==> src/hw/sar_adc_pkg.sv <==
package sar_adc_pkg;

  // ----------------------------------------------------------------
  // register indices; byte address is four times the index
  // ----------------------------------------------------------------
  localparam logic [7:0] IDX_CONTROL_ONE = 8'h0E;
  localparam logic [7:0] IDX_CONTROL_TWO = 8'h0F;
  localparam logic [7:0] IDX_RESULT = 8'h20;
  localparam logic [7:0] IDX_STATUS = 8'h21;

  // ----------------------------------------------------------------
  // reset values
  // ----------------------------------------------------------------
  localparam logic [7:0] CONTROL_ONE_RESET = 8'h10;
  localparam logic [7:0] CONTROL_TWO_RESET = 8'h00;
  localparam logic [7:0] RESULT_RESET = 8'h00;

  // ----------------------------------------------------------------
  // field positions
  // ----------------------------------------------------------------
  localparam int CONV_TRIGGER_BIT = 7;
  localparam int CTRL_ONE_FIX_ZERO_BIT = 6;
  localparam int CTRL_ONE_FIX_ONE_BIT = 5;
  localparam int ANALOG_INPUT_DISABLE_BIT = 4;
  localparam int CHANNEL_SELECT_LSB = 0;
  localparam int CHANNEL_SELECT_W = 4;
  localparam int LADDER_ALWAYS_ON_BIT = 5;
  localparam int CTRL_TWO_FIX_ONE_BIT = 4;
  localparam int CONV_TIME_LSB = 1;
  localparam int CONV_TIME_W = 3;
  localparam int CTRL_TWO_FIX_ZERO_BIT = 0;
  localparam int CONV_DONE_BIT = 5;
  localparam int CONV_BUSY_BIT = 4;
  localparam logic [7:0] CONTROL_TWO_READ_MASK = 8'h3F;

  // ----------------------------------------------------------------
  // channel codes
  // ----------------------------------------------------------------
  localparam logic [3:0] CHANNEL_FIRST = 4'h0;
  localparam logic [3:0] CHANNEL_LAST = 4'h5;

  // ----------------------------------------------------------------
  // conversion time codes and lengths in system clock periods
  // ----------------------------------------------------------------
  localparam logic [2:0] CONV_TIME_39 = 3'h0;
  localparam logic [2:0] CONV_TIME_78 = 3'h2;
  localparam logic [2:0] CONV_TIME_156 = 3'h3;
  localparam logic [2:0] CONV_TIME_312 = 3'h4;
  localparam logic [2:0] CONV_TIME_624 = 3'h5;
  localparam logic [2:0] CONV_TIME_1248 = 3'h6;
  localparam int CONV_CNT_W = 11;
  localparam logic [10:0] CONV_CYC_39 = 11'h027;
  localparam logic [10:0] CONV_CYC_78 = 11'h04E;
  localparam logic [10:0] CONV_CYC_156 = 11'h09C;
  localparam logic [10:0] CONV_CYC_312 = 11'h138;
  localparam logic [10:0] CONV_CYC_624 = 11'h270;
  localparam logic [10:0] CONV_CYC_1248 = 11'h4E0;

  // ----------------------------------------------------------------
  // successive approximation engine
  // ----------------------------------------------------------------
  localparam int RESULT_W = 8;
  localparam int BIT_SLOT_SHIFT = 3;
  localparam logic [2:0] BIT_IDX_MSB = 3'h7;
  localparam logic [2:0] BIT_IDX_LSB = 3'h0;
  localparam logic [7:0] DAC_TRIAL_FIRST = 8'h80;

  typedef enum logic [2:0] {
    ENG_IDLE = 3'b001,
    ENG_SAMPLE = 3'b010,
    ENG_CONVERT = 3'b100
  } eng_state_t;

endpackage

==> src/hw/sar_engine.sv <==
`timescale 1ns/100ps
`default_nettype none

module sar_engine (
  input wire logic i_clk,
  input wire logic i_rst_n,
  input wire logic i_start,
  input wire logic i_abort,
  input wire logic [10:0] i_total_cycles,
  input wire logic i_cmp_high,
  output logic o_busy,
  output logic o_done,
  output logic [7:0] o_result,
  output logic [7:0] o_dac_code,
  output logic o_sample_hold
);

  sar_adc_pkg::eng_state_t state_r;
  logic [10:0] cnt_r;
  logic [2:0] bit_idx_r;
  logic [10:0] slot_len;
  logic [10:0] sample_len;
  logic [7:0] kept_code;

  // ----------------------------------------------------------------
  // slot lengths: eight bit slots, remainder goes to sampling
  // ----------------------------------------------------------------
  // one clock held back from the slots so sampling never gets zero
  always_comb begin
    slot_len = (i_total_cycles - 11'h001) >> sar_adc_pkg::BIT_SLOT_SHIFT;
    sample_len = i_total_cycles - (slot_len << sar_adc_pkg::BIT_SLOT_SHIFT);
  end

  // comparator high means input at or above the trial level
  always_comb begin
    kept_code = i_cmp_high ? o_dac_code : (o_dac_code & ~(8'h01 << bit_idx_r));
  end

  // ----------------------------------------------------------------
  // sequencer
  // ----------------------------------------------------------------
  always_ff @(posedge i_clk or negedge i_rst_n) begin
    if (!i_rst_n) begin
      state_r <= sar_adc_pkg::ENG_IDLE;
      cnt_r <= 11'h000;
      bit_idx_r <= 3'h0;
      o_dac_code <= 8'h00;
      o_sample_hold <= 1'b0;
      o_busy <= 1'b0;
      o_done <= 1'b0;
      o_result <= sar_adc_pkg::RESULT_RESET;
    end else begin
      o_done <= 1'b0;
      if (i_abort) begin
        // abandoned work leaves no trace and does not resume
        state_r <= sar_adc_pkg::ENG_IDLE;
        o_busy <= 1'b0;
        o_sample_hold <= 1'b0;
        o_dac_code <= 8'h00;
      end else begin
        case (state_r)
          sar_adc_pkg::ENG_IDLE: begin
            if (i_start) begin
              state_r <= sar_adc_pkg::ENG_SAMPLE;
              cnt_r <= sample_len - 11'h001;
              o_busy <= 1'b1;
              o_sample_hold <= 1'b1;
              o_dac_code <= 8'h00;
            end
          end
          sar_adc_pkg::ENG_SAMPLE: begin
            if (cnt_r == 11'h000) begin
              state_r <= sar_adc_pkg::ENG_CONVERT;
              cnt_r <= slot_len - 11'h001;
              bit_idx_r <= sar_adc_pkg::BIT_IDX_MSB;
              o_sample_hold <= 1'b0;
              o_dac_code <= sar_adc_pkg::DAC_TRIAL_FIRST;
            end else begin
              cnt_r <= cnt_r - 11'h001;
            end
          end
          sar_adc_pkg::ENG_CONVERT: begin
            if (cnt_r != 11'h000) begin
              cnt_r <= cnt_r - 11'h001;
            end else if (bit_idx_r == sar_adc_pkg::BIT_IDX_LSB) begin
              state_r <= sar_adc_pkg::ENG_IDLE;
              o_busy <= 1'b0;
              o_done <= 1'b1;
              o_result <= kept_code;
              o_dac_code <= kept_code;
            end else begin
              cnt_r <= slot_len - 11'h001;
              bit_idx_r <= bit_idx_r - 3'h1;
              o_dac_code <= kept_code | (8'h01 << (bit_idx_r - 3'h1));
            end
          end
          default: begin
            state_r <= sar_adc_pkg::ENG_IDLE;
            o_busy <= 1'b0;
          end
        endcase
      end
    end
  end

endmodule

`default_nettype wire

==> src/hw/sar_adc_control_sequencer.sv <==
//
// Behaviour
// - trigger bit write starts conversion of selected channel
// - channel codes zero to five pick inputs
// - trigger bit clears itself after start
// - completion loads result, sets done, interrupt together
// - busy follows conversion; cleared by stop/slow
// - reading result clears done flag
// - time field picks 39 to 1248 clocks
// - ladder connected during conversion or always
// - low power resets and locks control one
// - low power resets and locks control two
// - analog input disable bit gates inputs
// - control two bits 6,7 undefined
// - status reads only done and busy meaningful
// - stop/slow abandons conversion, no auto restart
// - new start clears done, keeps old result
//
// The APB register port was left to the implementer.
`timescale 1ns/100ps
`default_nettype none

module sar_adc_control_sequencer (
  input wire logic i_ref_clk,
  input wire logic i_resetn,
  input wire logic i_psel,
  input wire logic i_penable,
  input wire logic i_pwrite,
  input wire logic [7:0] i_paddr,
  input wire logic [31:0] i_pwdata,
  input wire logic [3:0] i_pstrb,
  output logic [31:0] o_prdata,
  output logic o_pready,
  output logic o_pslverr,
  input wire logic i_mode_stop,
  input wire logic i_mode_slow,
  input wire logic i_mode_sleep,
  input wire logic i_cmp_high,
  output logic [3:0] o_channel_select,
  output logic o_analog_input_disable,
  output logic o_ladder_connect,
  output logic o_sample_hold,
  output logic [7:0] o_dac_code,
  output logic o_conv_complete_irq
);

  // ----------------------------------------------------------------
  // helpers
  // ----------------------------------------------------------------
  function automatic logic [7:0] word_addr(input logic [7:0] idx);
    word_addr = {idx[5:0], 2'b00};
  endfunction

  function automatic logic [10:0] conv_cycles(input logic [2:0] code);
    case (code)
      sar_adc_pkg::CONV_TIME_39: conv_cycles = sar_adc_pkg::CONV_CYC_39;
      sar_adc_pkg::CONV_TIME_78: conv_cycles = sar_adc_pkg::CONV_CYC_78;
      sar_adc_pkg::CONV_TIME_156: conv_cycles = sar_adc_pkg::CONV_CYC_156;
      sar_adc_pkg::CONV_TIME_312: conv_cycles = sar_adc_pkg::CONV_CYC_312;
      sar_adc_pkg::CONV_TIME_624: conv_cycles = sar_adc_pkg::CONV_CYC_624;
      sar_adc_pkg::CONV_TIME_1248: conv_cycles = sar_adc_pkg::CONV_CYC_1248;
      // reserved codes fall back to the slowest, safest setting
      default: conv_cycles = sar_adc_pkg::CONV_CYC_1248;
    endcase
  endfunction

  // ----------------------------------------------------------------
  // declarations
  // ----------------------------------------------------------------
  logic rst_meta_r;
  logic rst_n_r;
  logic cmp_meta_r;
  logic cmp_sync_r;
  logic [7:0] control_one_r;
  logic [7:0] control_two_r;
  logic [7:0] adc_result_r;
  logic conv_done_flag_r;
  logic conv_done_flag_nxt;
  logic eng_busy;
  logic eng_done;
  logic [7:0] eng_result;
  logic eng_sample_hold;
  logic [7:0] eng_dac_code;
  logic conv_start;
  logic low_power;
  logic conv_abort;
  logic apb_access;
  logic apb_commit;
  logic apb_wr;
  logic apb_rd;
  logic hit_one;
  logic hit_two;
  logic hit_result;
  logic hit_status;
  logic hit_any;
  logic [7:0] rd_byte;
  logic [7:0] status_byte;

  // ----------------------------------------------------------------
  // reset release and comparator synchroniser
  // ----------------------------------------------------------------
  always_ff @(posedge i_ref_clk or negedge i_resetn) begin
    if (!i_resetn) begin
      rst_meta_r <= 1'b0;
      rst_n_r <= 1'b0;
    end else begin
      rst_meta_r <= 1'b1;
      rst_n_r <= rst_meta_r;
    end
  end

  // comparator is analog, so treat it as asynchronous
  always_ff @(posedge i_ref_clk or negedge rst_n_r) begin
    if (!rst_n_r) begin
      cmp_meta_r <= 1'b0;
      cmp_sync_r <= 1'b0;
    end else begin
      cmp_meta_r <= i_cmp_high;
      cmp_sync_r <= cmp_meta_r;
    end
  end

  // ----------------------------------------------------------------
  // operating mode
  // ----------------------------------------------------------------
  // sleep only resets registers; stop and slow also halt the engine
  assign low_power = i_mode_stop | i_mode_slow | i_mode_sleep;
  assign conv_abort = i_mode_stop | i_mode_slow;

  // ----------------------------------------------------------------
  // apb decode; one wait state so every answer comes from a flop
  // ----------------------------------------------------------------
  assign apb_access = i_psel & i_penable;
  assign apb_commit = apb_access & o_pready;
  assign apb_wr = apb_commit & i_pwrite & ~o_pslverr;
  assign apb_rd = apb_commit & ~i_pwrite & ~o_pslverr;
  assign hit_one = i_paddr == word_addr(sar_adc_pkg::IDX_CONTROL_ONE);
  assign hit_two = i_paddr == word_addr(sar_adc_pkg::IDX_CONTROL_TWO);
  assign hit_result = i_paddr == word_addr(sar_adc_pkg::IDX_RESULT);
  assign hit_status = i_paddr == word_addr(sar_adc_pkg::IDX_STATUS);
  assign hit_any = hit_one | hit_two | hit_result | hit_status;

  // only done and busy carry meaning; the rest read zero
  always_comb begin
    status_byte = 8'h00;
    status_byte[sar_adc_pkg::CONV_DONE_BIT] = conv_done_flag_r;
    status_byte[sar_adc_pkg::CONV_BUSY_BIT] = eng_busy;
  end

  always_comb begin
    rd_byte = 8'h00;
    if (hit_one) begin
      rd_byte = control_one_r;
    end else if (hit_two) begin
      // undefined top bits read as zero
      rd_byte = control_two_r & sar_adc_pkg::CONTROL_TWO_READ_MASK;
    end else if (hit_result) begin
      rd_byte = adc_result_r;
    end else if (hit_status) begin
      rd_byte = status_byte;
    end
  end

  // exactly one wait state: ready rises in the second access cycle
  always_ff @(posedge i_ref_clk or negedge rst_n_r) begin
    if (!rst_n_r) begin
      o_pready <= 1'b0;
    end else begin
      o_pready <= apb_access & ~o_pready;
    end
  end

  // unmapped words answer with an error and change nothing
  always_ff @(posedge i_ref_clk or negedge rst_n_r) begin
    if (!rst_n_r) begin
      o_pslverr <= 1'b0;
    end else begin
      o_pslverr <= apb_access & ~o_pready & ~hit_any;
    end
  end

  // read data stands only while ready does
  always_ff @(posedge i_ref_clk or negedge rst_n_r) begin
    if (!rst_n_r) begin
      o_prdata <= 32'h0000_0000;
    end else begin
      if (apb_access & ~o_pready & ~i_pwrite) begin
        o_prdata <= {24'h00_0000, rd_byte};
      end else if (apb_commit) begin
        o_prdata <= 32'h0000_0000;
      end
    end
  end

  // ----------------------------------------------------------------
  // control register one: trigger, input disable, channel
  // ----------------------------------------------------------------
  always_ff @(posedge i_ref_clk or negedge rst_n_r) begin
    if (!rst_n_r) begin
      control_one_r <= sar_adc_pkg::CONTROL_ONE_RESET;
    end else if (low_power) begin
      control_one_r <= sar_adc_pkg::CONTROL_ONE_RESET;
    end else if (apb_wr & hit_one & i_pstrb[0]) begin
      // fixed bits stored as written; software keeps them right
      control_one_r <= i_pwdata[7:0];
    end else if (conv_start) begin
      control_one_r[sar_adc_pkg::CONV_TRIGGER_BIT] <= 1'b0;
    end
  end

  // ----------------------------------------------------------------
  // control register two: ladder policy and conversion time
  // ----------------------------------------------------------------
  always_ff @(posedge i_ref_clk or negedge rst_n_r) begin
    if (!rst_n_r) begin
      control_two_r <= sar_adc_pkg::CONTROL_TWO_RESET;
    end else if (low_power) begin
      control_two_r <= sar_adc_pkg::CONTROL_TWO_RESET;
    end else if (apb_wr & hit_two & i_pstrb[0]) begin
      control_two_r <= i_pwdata[7:0];
    end
  end

  // ----------------------------------------------------------------
  // conversion start; a start while busy waits until busy falls
  // ----------------------------------------------------------------
  // a trigger seen while busy stays pending until busy falls
  assign conv_start = control_one_r[sar_adc_pkg::CONV_TRIGGER_BIT] & ~eng_busy
                      & ~low_power;

  sar_engine u_engine (
    .i_clk(i_ref_clk),
    .i_rst_n(rst_n_r),
    .i_start(conv_start),
    .i_abort(conv_abort),
    .i_total_cycles(conv_cycles(
      control_two_r[sar_adc_pkg::CONV_TIME_LSB +: sar_adc_pkg::CONV_TIME_W])),
    .i_cmp_high(cmp_sync_r),
    .o_busy(eng_busy),
    .o_done(eng_done),
    .o_result(eng_result),
    .o_dac_code(eng_dac_code),
    .o_sample_hold(eng_sample_hold)
  );

  // ----------------------------------------------------------------
  // result register
  // ----------------------------------------------------------------
  // an abort leaves the old value; software treats it as stale
  always_ff @(posedge i_ref_clk or negedge rst_n_r) begin
    if (!rst_n_r) begin
      adc_result_r <= sar_adc_pkg::RESULT_RESET;
    end else if (eng_done) begin
      // a restart does not touch the old value
      adc_result_r <= eng_result;
    end
  end

  // ----------------------------------------------------------------
  // done flag and interrupt; completion beats a clearing read
  // ----------------------------------------------------------------
  always_comb begin
    conv_done_flag_nxt = conv_done_flag_r;
    if (conv_start) begin
      conv_done_flag_nxt = 1'b0;
    end
    if (apb_rd & hit_result) begin
      conv_done_flag_nxt = 1'b0;
    end
    if (eng_done) begin
      conv_done_flag_nxt = 1'b1;
    end
  end

  always_ff @(posedge i_ref_clk or negedge rst_n_r) begin
    if (!rst_n_r) begin
      conv_done_flag_r <= 1'b0;
    end else begin
      conv_done_flag_r <= conv_done_flag_nxt;
    end
  end

  // pulse rides the same edge as the flag, not one clock after
  always_ff @(posedge i_ref_clk or negedge rst_n_r) begin
    if (!rst_n_r) begin
      o_conv_complete_irq <= 1'b0;
    end else begin
      o_conv_complete_irq <= conv_done_flag_nxt & ~conv_done_flag_r;
    end
  end

  // ----------------------------------------------------------------
  // analog side controls
  // ----------------------------------------------------------------
  // channel and input gating follow control one a clock late
  always_ff @(posedge i_ref_clk or negedge rst_n_r) begin
    if (!rst_n_r) begin
      o_channel_select <= sar_adc_pkg::CHANNEL_FIRST;
      o_analog_input_disable <= 1'b1;
    end else begin
      // reserved codes pass through; the mux leaves them open
      o_channel_select <= control_one_r[sar_adc_pkg::CHANNEL_SELECT_LSB +:
                                        sar_adc_pkg::CHANNEL_SELECT_W];
      o_analog_input_disable <=
        control_one_r[sar_adc_pkg::ANALOG_INPUT_DISABLE_BIT];
    end
  end

  // ladder always cut in stop/slow to stop reference current
  always_ff @(posedge i_ref_clk or negedge rst_n_r) begin
    if (!rst_n_r) begin
      o_ladder_connect <= 1'b0;
    end else begin
      o_ladder_connect <= ~conv_abort &
        (control_two_r[sar_adc_pkg::LADDER_ALWAYS_ON_BIT] | eng_busy | conv_start);
    end
  end

  // copy lags the engine a clock, so an abort must mask it too
  always_ff @(posedge i_ref_clk or negedge rst_n_r) begin
    if (!rst_n_r) begin
      o_sample_hold <= 1'b0;
    end else begin
      o_sample_hold <= eng_sample_hold & ~conv_abort;
    end
  end

  // trial code reaches the converter a clock after the engine
  always_ff @(posedge i_ref_clk or negedge rst_n_r) begin
    if (!rst_n_r) begin
      o_dac_code <= 8'h00;
    end else begin
      o_dac_code <= eng_dac_code;
    end
  end

endmodule

`default_nettype wire

==> config.mk <==
export PLATFORM = sky130hd
export DESIGN_NAME = sar_adc_control_sequencer
export DESIGN_NICKNAME = d
export VERILOG_FILES = /design/src/hw/sar_adc_pkg.sv /design/src/hw/sar_engine.sv /design/src/hw/sar_adc_control_sequencer.sv
export SDC_FILE = /design/constraint.sdc
export NUM_CORES = 1
export LEC_CHECK = 0
export ABC_AREA = 1
export BUFFER_PORTS_ARGS = -buffer_cell sky130_fd_sc_hd__buf_2
export CAP_MARGIN = 25
export CORE_MARGIN = 3
export CORE_UTILIZATION = 59
export CTS_CLUSTER_DIAMETER = 200
export DETAILED_ROUTE_END_ITERATION = 10
export PLACE_DENSITY = 0.91
export SYNTH_ARGS = -nofsm -noshare
export SYNTH_HDL_FRONTEND = slang
export SYNTH_SLANG_ARGS = --single-unit
==> constraint.sdc <==
create_clock -name i_ref_clk -period 5.55 [get_ports i_ref_clk]
set_input_delay 1.11 -clock i_ref_clk [delete_from_list [all_inputs] [get_ports i_ref_clk]]
set_output_delay 1.11 -clock i_ref_clk [all_outputs]
set_load 0.1 [all_outputs]
==> qor.log <==
[outcome] result of the run completed
[worst_hold_path] Worst Hold Class reg2async
[cells_and_area] Syn-to-layout area delta 9.542%
[clock_tree] clock latency reported for the late side of the worst-skew pair 370 ps
[global_routing] number of global-route vias before repair 4,069
[synth] Synthesis Warnings 0
[placement] Placement Setup Slack 2966 ps
[floorplanning] core area 7888 sq um
[cells_and_area] final non-filler cell area 5358 sq um
[detailed_routing] Routed WL 10.80 mm
[floorplanning] number of core rows 32
[synth] sequential cell area fraction in the yosys report 45.61%
[clock_tree] post-CTS repair timing setup buffer count 0
[worst_setup_path] cell family with most CP delay flip-flops
[floorplanning] width of the die 97.05 um
[clock_tree] clock buffer count from CTS 9
[worst_setup_path] Cell Chain, Critical Path buf_2
[cells_and_area] leading cell types in the layout, fill and taps excluded 184 x sky130_fd_sc_hd__nand2_1, 85 x sky130_fd_sc_hd__dfrtp_1, 58 x sky130_fd_sc_hd__inv_1, 51 x sky130_fd_sc_hd__buf_2, 41 x sky130_fd_sc_hd__o21ai_0
[detailed_routing] post-route DRC violation count 0
[synth] share of flip-flops with an asynchronous set or reset after synthesis 100.0%
[placement] Cell Count Post-Placement 745
[pwr] Static Leak 2.782 nW
[clock_tree] maximum buffer depth of the clock tree 2
[sta] Final Hold Viols 0
[pwr] power per cell area 256.0 nW/um^2
[placement] detailed placer's ending HPWL 7.880 mm
[synth] predominant post-synthesis flop cell sky130_fd_sc_hd__dfrtp_1
[clock_tree] PostCTS Resize Cnt 0
[detailed_routing] Via density 5.457
[worst_setup_path] element type at the critical path start register
[cells_and_area] number of nets in the layout 721
[detailed_routing] routed vias 4,158
[worst_setup_path] critical path class reg2out
[global_routing] Total GRT Usage 23.78%
[sta] Setup Viol. Count Final 0
[synth] synthesized cell area 4891 sq um
[worst_setup_path] register-to-register setup slack 3270 ps
[synth] number of synthesized flops with an enable pin 0
[pwr] worst-case vdd ir drop 115.1 uV
[sta] worst slew margin relative to its limit 59.74%
[synth] distinct cell type count after synthesis 42
[clock_tree] maximum level of the CTS H-tree 3
[synth] average instance area after synthesis 8.179 sq um
[detailed_routing] iteration count of the initial detailed-routing pass 5
[worst_setup_path] worst path arrival time 1300 ps
[sta] fraction of the cycle the final worst path needs 43.34%
[flow_run] Max-cap violations 0
[clock_tree] clock-pin transition on the worst setup and hold timing paths 100 ps
[floorplanning] num ports 103
[clock_tree] TritonCTS clock tree yes
[placement] global placement routability congestion 0.9240
[detailed_routing] routed length per instance 14.18 um
[cells_and_area] count of antenna diodes in the layout 0
[cells_and_area] most common cell after layout, fill and taps aside sky130_fd_sc_hd__nand2_1
[floorplanning] die outline area 9418 sq um
[cells_and_area] post-route insts no fill 762
[sta] worst clock skew 9.097 ps
[detailed_routing] violation count after the first detailed-route iteration 253
[synth] count of state elements after synthesis 89
[sta] final critical path time including I/O delays and setup 2405 ps
[floorplanning] height of the die 97.05 um
[sta] Achievable Freq 415.8 MHz
[placement] Placed Area 5134 sq um
[global_routing] wire length of the first global-routing pass 18.40 mm
[sta] measured slew at the worst slew-check pin 599.3 ps
[global_routing] total global routing overflow 0
[worst_setup_path] largest stage delay on the critical path 520 ps
[clock_tree] buffer cell driving the clock tree root sky130_fd_sc_hd__clkbuf_8
[global_routing] maximum number of pins on one net before global-route repair 88
[worst_setup_path] Worst EP required 4440 ps
[worst_setup_path] Critical Path Slowest Stage Cell sky130_fd_sc_hd__dfstp_2
[worst_setup_path] highest net fanout along the worst path 1
[detailed_routing] post-route antenna net violation count 0
[sta] number of pins with negative max-slew slack in the final report 0
[clock_tree] number of clock sinks 89
[worst_setup_path] number of buffers and inverters on the critical path 1
[placement] quantity of I/O buffers inserted on ports 51
[worst_setup_path] Critical Path End Type primary output
[sta] Final Worst Setup Slack 3145 ps
[sta] TNS Setup 0 ps
[clock_tree] Post-CTS Hold Fix Bufs 0
[sta] RSZ-0062 raised after global routing false
[global_routing] number of antenna violations at the first check in global routing 0
[floorplanning] starting utilization of the core area 62.01%
[cells_and_area] share of post-route cells with drive strength above 1 19.09%
[synth] gate count of the mapped netlist 598
[per-layer routing]
layer  track usage [%]  vias up  wire length, um
met4             13.07        0              435
met1             29.79     1950             4403
met3             3.821       39              708
met2             39.33      185             5254
met5                 0        -                0
li1                  -     1984                -
[through the flow]
| stage | util, % | total power [mW] | hold slack, ps |
|---|---|---|---|
| global route | 67.93 | 1.430 | 199.5 |
| global placement | 65.09 | 0.9364 | 333.3 |
| floorplan | - | 0.9168 | 331.2 |
| CTS | 67.58 | 1.374 | 358.4 |
| finish | 67.93 | 1.372 | 183.6 |
| detailed placement | 65.09 | 0.9444 | 335.5 |
[cell usage after synthesis, drive strengths merged, types with 3 or more instances]
library cell	n	area [sq um]
nand3	42	245.2
nand2	195	764.5
o21ai	64	350.3
dfrtp	86	2152
o211ai	9	81.33
nor2	44	210.2
a21oi	8	40.04
ha	13	162.7
xnor2	4	35.03
dfstp	3	78.83
buf	30	234.0
inv	68	255.3
xor2	6	52.55
nor3	9	66.32
[logic make-up after synthesis]
kind of cell / synth area share [%]
other cells: 0.1535
fa+ha+maj: 3.326
buf+inv: 10.08
compound gates: 10.49
simple gates: 28.55
flops: 45.61
xor+xnor: 1.791
[report_power, final]
group          leakage (nW)  internal [mW]  switching [mW]
sequential             1.17          0.670          0.0221
clock                0.0966          0.176           0.258
combinational          1.51         0.0584           0.187
total                  2.78          0.904           0.467
[sequential cells by signal (all words and copies together) (netlist names), 3 cells and up]
| register | flops |
|---|---|
| control_two_r | 6 |
| o_prdata | 8 |
| o_dac_code | 8 |
| u_engine.cnt_r | 11 |
| u_engine.o_dac_code | 8 |
| control_one_r | 8 |
| adc_result_r | 8 |
| u_engine.bit_idx_r | 3 |
| u_engine.state_r | 3 |
| o_channel_select | 4 |
| u_engine.o_result | 8 |
[path summary, 6_finish.rpt]
path | start | cells after the start | endpoint
setup / recovery | o_analog_input_disable | 1 | o_analog_input_disable
hold / removal | rst_n_r | 0 | adc_result_r[6]
setup reg to reg | control_two_r[1] | 16 | u_engine.cnt_r[9]
hold reg to reg | rst_n_r | 0 | adc_result_r[6]
max in group asynchronous | rst_n_r | 1 | u_engine.state_r[0]
min in group i_ref_clk | rst_meta_r | 0 | rst_n_r
[final cells by class]
type | instances | area, sq um
flip-flops and latches | 89 | 2235
clock buffers | 9 | 123.9
inverters | 68 | 255.2
well taps | 102 | 127.6
multi-input cells | 435 | 2261
fillers | 590 | 2530
clock inverters | 7 | 72.57
repair buffers | 52 | 282.8
Note: power is estimated with default switching activity, not from simulation.
